==> src/rtl/pls_pkg.sv <==
package pls_pkg;

   // Timing figures and derived cycle counts at the 100 MHz system clock.
   localparam int unsigned CLK_HZ             = 100_000_000;
   localparam int unsigned FILT_TIME_US       = 50;
   localparam int unsigned FILT_CYCLES        = FILT_TIME_US * (CLK_HZ / 1_000_000);
   localparam int unsigned BO_FILT_TIME_US    = 20;
   localparam int unsigned BO_FILT_CYCLES     = BO_FILT_TIME_US * (CLK_HZ / 1_000_000);
   localparam int unsigned START_DELAY_MS     = 100;
   localparam int unsigned START_DELAY_CYCLES = START_DELAY_MS * (CLK_HZ / 1_000);
   localparam int unsigned FAST_REACT_NS      = 120;
   localparam int unsigned FAST_REACT_CYCLES  = FAST_REACT_NS / (1_000_000_000 / CLK_HZ);

   // Width of the counter that times the start delay and the sync clamp.
   localparam int unsigned TMR_W = 24;

   // Start-up and run phases of the sequencer.
   typedef enum logic [2:0]
   {
      PLS_OFF,
      PLS_DELAY,
      PLS_PREHEAT,
      PLS_SOFTSTART,
      PLS_RUN
   } pls_phase_t;

endpackage

==> src/rtl/pls_sync.sv <==
module pls_sync
   import pls_pkg::*;
(
   // Clock and reset.
   input  wire logic clk_sys,
   input  wire logic arst_n,
   // Asynchronous level in, synchronised level out.
   input  wire logic din,
   output logic      dout
);

   logic meta_q;
   logic sync_q;

   always_ff @(posedge clk_sys or negedge arst_n)
   begin
      if (!arst_n)
      begin
         meta_q <= 1'b0;
         sync_q <= 1'b0;
      end
      else
      begin
         meta_q <= din;
         sync_q <= meta_q;
      end
   end

   assign dout = sync_q;

endmodule

==> src/rtl/pls_filter.sv <==
module pls_filter
   import pls_pkg::*;
#(
   parameter int unsigned COUNT = FILT_CYCLES
)
(
   // Clock and reset.
   input  wire logic clk_sys,
   input  wire logic arst_n,
   // Synchronised raw level, enable and filtered result.
   input  wire logic din,
   input  wire logic enable,
   output logic      dout
);

   localparam int unsigned CW = $clog2(COUNT + 1);
   localparam logic [CW-1:0] TERM = CW'(COUNT - 1);

   logic [CW-1:0] cnt_q;
   logic          out_q;

   // Counter restarts whenever the input drops; reports only at terminal count.
   always_ff @(posedge clk_sys or negedge arst_n)
   begin
      if (!arst_n)
      begin
         cnt_q <= '0;
         out_q <= 1'b0;
      end
      else if (!din || !enable)
      begin
         cnt_q <= '0;
         out_q <= 1'b0;
      end
      else if (cnt_q == TERM)
      begin
         out_q <= 1'b1;
      end
      else
      begin
         cnt_q <= cnt_q + CW'(1);
      end
   end

   assign dout = out_q;

endmodule

==> src/rtl/pls_sequencer.sv <==
module pls_sequencer
   import pls_pkg::*;
#(
   parameter int unsigned START_DELAY = START_DELAY_CYCLES,
   parameter int unsigned FILT        = FILT_CYCLES,
   parameter int unsigned BO_FILT     = BO_FILT_CYCLES
)
(
   // Clock and supply-level reset.
   input  wire logic            clk_sys,
   input  wire logic            arst_n,
   // Comparator pins from the analog front end.
   input  wire logic            supply_ok_in,
   input  wire logic            brownout_detect_input,
   input  wire logic            overtemp_trip_in,
   input  wire logic            latching_shutdown_input,
   input  wire logic            fast_shutdown_input,
   input  wire logic            preheat_timer,
   input  wire logic            softstart_done_in,
   input  wire logic            boot_uvlo_in,
   // Gate commands from the oscillator and the sync clamp setting.
   input  wire logic            osc_low_in,
   input  wire logic            osc_high_in,
   input  wire logic [TMR_W-1:0] sync_clamp_cycles,
   // Gate and sync outputs.
   output logic                 low_gate_out,
   output logic                 high_gate_out,
   output logic                 low_sync_out,
   output logic                 high_sync_out,
   // Status.
   output logic                 overtemp_latched,
   output logic                 shutdown_latched,
   output logic                 running,
   output logic                 preheat_active,
   output logic                 softstart_active
);

   ////////////////////////////////////////////////////////////////////////////
   // Input synchronisers and filters.

   logic sup_s;
   logic bo_s;
   logic ot_s;
   logic sd_s;
   logic fs_s;
   logic ph_s;
   logic ss_s;
   logic uv_s;
   logic ol_s;
   logic oh_s;

   pls_sync u_sync_sup (.clk_sys(clk_sys), .arst_n(arst_n), .din(supply_ok_in), .dout(sup_s));
   pls_sync u_sync_bo (.clk_sys(clk_sys), .arst_n(arst_n), .din(brownout_detect_input),
                       .dout(bo_s));
   pls_sync u_sync_ot (.clk_sys(clk_sys), .arst_n(arst_n), .din(overtemp_trip_in), .dout(ot_s));
   pls_sync u_sync_sd (.clk_sys(clk_sys), .arst_n(arst_n), .din(latching_shutdown_input),
                       .dout(sd_s));
   pls_sync u_sync_fs (.clk_sys(clk_sys), .arst_n(arst_n), .din(fast_shutdown_input),
                       .dout(fs_s));
   pls_sync u_sync_ph (.clk_sys(clk_sys), .arst_n(arst_n), .din(preheat_timer), .dout(ph_s));
   pls_sync u_sync_ss (.clk_sys(clk_sys), .arst_n(arst_n), .din(softstart_done_in),
                       .dout(ss_s));
   pls_sync u_sync_uv (.clk_sys(clk_sys), .arst_n(arst_n), .din(boot_uvlo_in), .dout(uv_s));
   pls_sync u_sync_ol (.clk_sys(clk_sys), .arst_n(arst_n), .din(osc_low_in), .dout(ol_s));
   pls_sync u_sync_oh (.clk_sys(clk_sys), .arst_n(arst_n), .din(osc_high_in), .dout(oh_s));

   pls_phase_t phase_q;
   logic       bo_low_f;
   logic       ot_f;
   logic       sd_f;
   logic       ot_en;
   logic       sd_en;

   // Over-temperature only counts once the start-up sequence is over.
   assign ot_en = (phase_q == PLS_RUN);
   // Latching shutdown only counts once preheat has finished.
   assign sd_en = (phase_q == PLS_SOFTSTART) || (phase_q == PLS_RUN);

   pls_filter #(.COUNT(BO_FILT)) u_filt_bo
   (
      .clk_sys (clk_sys),
      .arst_n  (arst_n),
      .din     (!bo_s),
      .enable  (1'b1),
      .dout    (bo_low_f)
   );

   pls_filter #(.COUNT(FILT)) u_filt_ot
   (
      .clk_sys (clk_sys),
      .arst_n  (arst_n),
      .din     (ot_s),
      .enable  (ot_en),
      .dout    (ot_f)
   );

   pls_filter #(.COUNT(FILT)) u_filt_sd
   (
      .clk_sys (clk_sys),
      .arst_n  (arst_n),
      .din     (sd_s),
      .enable  (sd_en),
      .dout    (sd_f)
   );

   ////////////////////////////////////////////////////////////////////////////
   // Fault latches.

   logic ot_lat_q;
   logic sd_lat_q;
   logic clear_ev;

   // Both latches clear on supply loss or a brown-out re-trigger, the shutdown latch only while its input is low.
   assign clear_ev = !sup_s || bo_low_f;

   always_ff @(posedge clk_sys or negedge arst_n)
   begin
      if (!arst_n)
         ot_lat_q <= 1'b0;
      else if (ot_f)
         ot_lat_q <= 1'b1;
      else if (clear_ev)
         ot_lat_q <= 1'b0;
   end

   // The comparator's own hysteresis sets the release point; a latched trip
   // cannot restart until the input is below it and a clear event has come.
   always_ff @(posedge clk_sys or negedge arst_n)
   begin
      if (!arst_n)
         sd_lat_q <= 1'b0;
      else if (sd_f)
         sd_lat_q <= 1'b1;
      else if (clear_ev && !sd_s)
         sd_lat_q <= 1'b0;
   end

   ////////////////////////////////////////////////////////////////////////////
   // Start-up sequencer.

   logic             halt;
   logic [TMR_W-1:0] dly_q;

   localparam logic [TMR_W-1:0] DLY_TERM = TMR_W'(START_DELAY - 1);

   // Any halt drops the phase to off, so every restart re-runs the full sequence.
   assign halt = !sup_s || bo_low_f || fs_s || ot_lat_q || sd_lat_q;

   always_ff @(posedge clk_sys or negedge arst_n)
   begin
      if (!arst_n)
         phase_q <= PLS_OFF;
      else if (halt)
         phase_q <= PLS_OFF;
      else
      begin
         case (phase_q)
            PLS_OFF:
               phase_q <= PLS_DELAY;
            PLS_DELAY:
               if (dly_q == DLY_TERM)
                  phase_q <= PLS_PREHEAT;
            PLS_PREHEAT:
               if (ph_s)
                  phase_q <= PLS_SOFTSTART;
            PLS_SOFTSTART:
               if (ss_s)
                  phase_q <= PLS_RUN;
            PLS_RUN:
               phase_q <= PLS_RUN;
            default:
               phase_q <= PLS_OFF;
         endcase
      end
   end

   always_ff @(posedge clk_sys or negedge arst_n)
   begin
      if (!arst_n)
         dly_q <= '0;
      else if (phase_q != PLS_DELAY || halt)
         dly_q <= '0;
      else if (dly_q != DLY_TERM)
         dly_q <= dly_q + TMR_W'(1);
   end

   ////////////////////////////////////////////////////////////////////////////
   // Gate ordering and output gating.

   logic drive_ok;
   logic low_first_q;
   logic ol_q;
   logic oh_q;
   logic gl_q;
   logic gh_q;

   assign drive_ok = (phase_q == PLS_PREHEAT) || (phase_q == PLS_SOFTSTART) ||
                     (phase_q == PLS_RUN);

   // Set on every restart; cleared once the low side has pulsed.
   always_ff @(posedge clk_sys or negedge arst_n)
   begin
      if (!arst_n)
         low_first_q <= 1'b1;
      else if (!drive_ok)
         low_first_q <= 1'b1;
      else if (gl_q)
         low_first_q <= 1'b0;
   end

   always_ff @(posedge clk_sys or negedge arst_n)
   begin
      if (!arst_n)
      begin
         gl_q <= 1'b0;
         gh_q <= 1'b0;
      end
      else
      begin
         gl_q <= drive_ok && ol_s;
         gh_q <= drive_ok && oh_s && !low_first_q && !uv_s;
      end
   end

   logic kill;

   // Fast shutdown and both latches blank the outputs straight away, so the
   // outputs never wait for the phase to fall back to off.
   assign kill          = fs_s || ot_lat_q || sd_lat_q;
   assign low_gate_out  = gl_q && !kill;
   assign high_gate_out = gh_q && !kill;

   ////////////////////////////////////////////////////////////////////////////
   // Sync output on-time clamp.

   logic [TMR_W-1:0] sl_cnt_q;
   logic [TMR_W-1:0] sh_cnt_q;
   logic             sl_q;
   logic             sh_q;

   always_ff @(posedge clk_sys or negedge arst_n)
   begin
      if (!arst_n)
      begin
         ol_q     <= 1'b0;
         oh_q     <= 1'b0;
         sl_cnt_q <= '0;
         sh_cnt_q <= '0;
      end
      else
      begin
         ol_q     <= gl_q;
         oh_q     <= gh_q;
         sl_cnt_q <= (gl_q && !ol_q) ? TMR_W'(1) : (gl_q ? sl_cnt_q + TMR_W'(1) : '0);
         sh_cnt_q <= (gh_q && !oh_q) ? TMR_W'(1) : (gh_q ? sh_cnt_q + TMR_W'(1) : '0);
      end
   end

   always_ff @(posedge clk_sys or negedge arst_n)
   begin
      if (!arst_n)
      begin
         sl_q <= 1'b0;
         sh_q <= 1'b0;
      end
      else
      begin
         sl_q <= gl_q && (sl_cnt_q < sync_clamp_cycles);
         sh_q <= gh_q && (sh_cnt_q < sync_clamp_cycles);
      end
   end

   assign low_sync_out  = sl_q && gl_q && !kill;
   assign high_sync_out = sh_q && gh_q && !kill;

   ////////////////////////////////////////////////////////////////////////////
   // Status.

   assign overtemp_latched = ot_lat_q;
   assign shutdown_latched = sd_lat_q;
   assign running          = (phase_q == PLS_RUN);
   assign preheat_active   = (phase_q == PLS_PREHEAT);
   assign softstart_active = (phase_q == PLS_SOFTSTART);

endmodule

==> config.mk <==
export PLATFORM = sky130hd
export DESIGN_NAME = pls_sequencer
export DESIGN_NICKNAME = d
export VERILOG_FILES = /design/src/rtl/pls_pkg.sv /design/src/rtl/pls_sync.sv /design/src/rtl/pls_filter.sv /design/src/rtl/pls_sequencer.sv
export SDC_FILE = /design/constraint.sdc
export NUM_CORES = 1
export LEC_CHECK = 0
export ABC_CLOCK_PERIOD_IN_PS = 1800
export BUFFER_PORTS_ARGS = -buffer_cell sky130_fd_sc_hd__buf_4
export CAP_MARGIN = 40
export CORE_MARGIN = 2
export CORE_UTILIZATION = 55
export CTS_CLUSTER_DIAMETER = 80
export DETAILED_ROUTE_END_ITERATION = 16
export PLACE_DENSITY = 0.76
export SLEW_MARGIN = 15
export SYNTH_ARGS = -nofsm -noshare
export SYNTH_HDL_FRONTEND = slang
export SYNTH_SLANG_ARGS = --single-unit
==> constraint.sdc <==
create_clock -name clk_sys -period 1.8 [get_ports clk_sys]
set_input_delay 0.45 -clock clk_sys [delete_from_list [all_inputs] [get_ports clk_sys]]
set_output_delay 0.45 -clock clk_sys [all_outputs]
set_load 0.02 [all_outputs]
==> results.yml <==
setup_path:
  start_kind: "register"
  critPathSlowestCell: "dfrtp_1"
  reg2reg_setup_slack_ns: 0.07
  cp.required_ns: 1.35
  cpPeakStageDelay_ns: 0.39
  r2r_start: "sh_cnt_q[6]"
  path_class: "register to output port"
  rr_worst_depth: 5
  endpoint_kind: "output port"
  path_cells: "nor3_2 > buf_4 > and3_4 > buf_6"
  critPathMaxFanout: 4
  cp.arrival_ns: 1.45
  r2r_end: "sh_q"
timing:
  post-route-period-util_pct: 105
  relSlewSlack_pct: 67.9
  hold_violations: 0
  max_freq_mhz: 527
  skew_ns: 0.00788
  rsz0062_at_grt: "true"
  finalCriticalPeriod_ns: 1.90
  setup-violations-final: 5
  setup_ws_ns: -0.0958
  slew_violations: 0
  tightest_slew_ns: 0.481
cts:
  clk_latency_ns: 0.42
  ctsHtreeMaxLevel: 4
  cts_tree: "yes"
  path_clk_slew_ns: 0.06
  clockBufferDepth: 2
  cts_made_buffers: 17
  numClockSinks: 144
  cts_root_buf: "clkbuf_16"
outcome:
  status: "finished with violations"
  failed_checks: "negative setup slack"
die:
  die_x_um: 120
  dieArea_um2: 14400
  coreArea_um2: 13200
  rows: 42
  io_pins: 45
  start_util_pct: 56.3
  die_y_um: 120
power_and_ir_drop:
  ir_worst_vdd_mv: 0.900
  leakage_nw: 4.13
  powerDensity_nw_per_um2: 750
  p_total_mw: 6.84
min_path:
  hold_depth: 1
  hold_path_startpoint: "overtemp_trip_in"
  min_to: "u_sync_ot.meta_q"
  hp-class: "primary input to register"
detailed_routing:
  vias: 5761
  drt_wl_total_mm: 16.1
  antenna_left: 0
  first_pass_iters: 5
  drc: 0
  drt_iter0_markers: 496
  vias_per_cell: 5.57
  wl_per_cell_um: 15.5
synth:
  synth_edf_count: 0
  ys_ff_latch: 144
  yosysWarnings: 0
  synth_fa_ha_area_share_pct: 8.77
  synth.area.mux_share_pct: 0.539
  synthSimpleGateAreaFrac_pct: 23.7
  synth_nets: 828
  postSynthAreaPerCell_um2: 10.0
  seq_area_frac_synth_pct: 48.6
  synth.cell_area_um2: 7420
  synth_top_family_by_area: "simple AND/OR/NAND/NOR gates"
  synthFlopType: "dfrtp_1"
  ys_types: 51
  netlist_instances: 740
  async_flop_share_pct: 100
  synth_compound_area_share_pct: 6.42
  synth_xor_area_share_pct: 10.1
grt:
  overflow: 0
  grtUsageTotal_pct: 23.6
  grt_max_degree: 43
  grt_antenna_before_repair: 0
  grt_pass1_wl_mm: 27.1
  grt_pass1_vias: 5844
final_layout:
  most-common-layout-cells: "dfrtp_1 (142), nor2_1 (117), buf_4 (87)"
  drive_gt1_share_pct: 19.6
  n_antenna_cell: 0
  fin_cells: 1035
  final_common_cell: "dfrtp_1"
  area_delta_synth_final_pct: 22.7
  nNetsFinal: 935
flow_run:
  maxCapViolCount: 0
placement:
  io_buffers: 44
  place_congestion: 0.865
  post-place-cells: 996
  dp_hpwl_mm: 11.2
report_power, final:
| part | switching, mW | internal (mW) | leakage (nW) |
|---|---|---|---|
| registers | 0.0213 | 3.27 | 1.96 |
| logic | 0.152 | 0.114 | 1.91 |
| clock network | 1.35 | 1.93 | 0.266 |
cells by family after synthesis:
group,count (synthesis)
buffers and inverters,37
multiplexers,4
XOR/XNOR,86
AND/OR/NAND/NOR,340
adder cells (fa/ha/maj),52
AO/OA/AOI/OAI,77
flip-flops,144
routing by layer:
layer / track usage [%] / part of all wire [%] / up-vias
li1: - / - / 2787
met1: 30.1 / 44 / 2830
met2: 40.4 / 51 / 126
met3: 5.85 / 4.1 / 18
met4: 5.88 / 1.1 / 0
met5: 0 / 0 / -
state kept, by name, indices dropped and copies added, names as in the netlist, 3 cells and up:
| signal | count |
|---|---|
| sl_cnt_q | 24 |
| phase_q | 3 |
| u_filt_bo.cnt_q | 11 |
| sh_cnt_q | 24 |
| dly_q | 24 |
| u_filt_sd.cnt_q | 13 |
| u_filt_ot.cnt_q | 13 |
layout make-up:
cell class,count,area [um^2]
clock inverters,12,111
fillers,958,4080
inverters,28,105
repair buffers,97,773
flip-flops and latches,144,3610
multi-input cells,559,3850
well taps,176,220
clock buffers,19,443
timing repair:
| item | 4_1_cts | 5_1_grt |
|---|---|---|
| buffers inserted | 4 | 3 |
| cloned | 0 | 0 |
| resized for setup | 15 | 24 |
| endpoints found under the hold margin | 35 | 0 |
| hold buffers | 1 | 0 |
| endpoints found under the setup margin | 10 | 45 |
| pin swaps | 5 | 8 |
cell usage after synthesis (3+ instances only):
cell | instances | share of area [%]
dfrtp_1 | 143 | 48
nor2_1 | 119 | 6.0
xor2_1 | 61 | 7.2
nand2_1 | 53 | 2.7
ha_1 | 52 | 8.8
nand3_1 | 40 | 2.7
nand4_1 | 31 | 2.6
inv_1 | 28 | 1.4
a21oi_1 | 27 | 1.8
xnor2_1 | 25 | 3.0
o21ai_0 | 23 | 1.6
and3_1 | 18 | 1.5
nor3_1 | 14 | 0.94
nor2b_1 | 10 | 0.84
clkbuf_1 | 9 | 0.46
or3_1 | 9 | 0.76
and2_1 | 6 | 0.51
and4_1 | 6 | 0.71
nand2b_1 | 6 | 0.51
a211oi_1 | 5 | 0.51
a21o_1 | 4 | 0.40
mux2i_1 | 4 | 0.54
nand3b_1 | 3 | 0.30
nor3_2 | 3 | 0.40
nor4_4 | 3 | 0.86
nor4b_1 | 3 | 0.35
o2111ai_1 | 3 | 0.35
through the flow:
| step | TNS, ns | utilization (%) | area (um^2) | hold slack, ns | setup WS (ns) |
|---|---|---|---|---|---|
| finish | -0.335 | 69.1 | 9110 | 0.137 | -0.0958 |
| global route | -0.973 | 69.1 | 9110 | 0.117 | -0.183 |
| CTS | -0.309 | 68.0 | 8960 | 0.127 | -0.0902 |
| detailed placement | -0.380 | 62.9 | 8300 | 0.339 | -0.251 |
| global placement | -0.238 | 62.9 | 8300 | 0.336 | -0.165 |
| floorplan | 0 | - | 7430 | 0.154 | 0.00153 |
how the worst max path moves through the flow:
stage,start,endpoint,slack (ns),depth (start not counted)
6_report,u_sync_fs.dout,low_sync_out,-0.1,4
3_5_place_dp,sync_clamp_cycles[5],sl_q,-0.25,8
5_1_grt,u_sync_fs.dout,low_sync_out,-0.18,4
3_3_place_gp,sync_clamp_cycles[5],sl_q,-0.17,8
4_1_cts,u_sync_fs.dout,low_sync_out,-0.09,4
2_1_floorplan,sync_clamp_cycles[5],sl_q,0.002,7
worst max-delay path, delay by kind of cell (launching register included):
kind                   cells  cell delay [ns]
DFF                        1             0.39
and+or+nand+nor            2             0.38
buffers and inverters      2             0.27
Note: power is estimated with default switching activity, not from simulation.
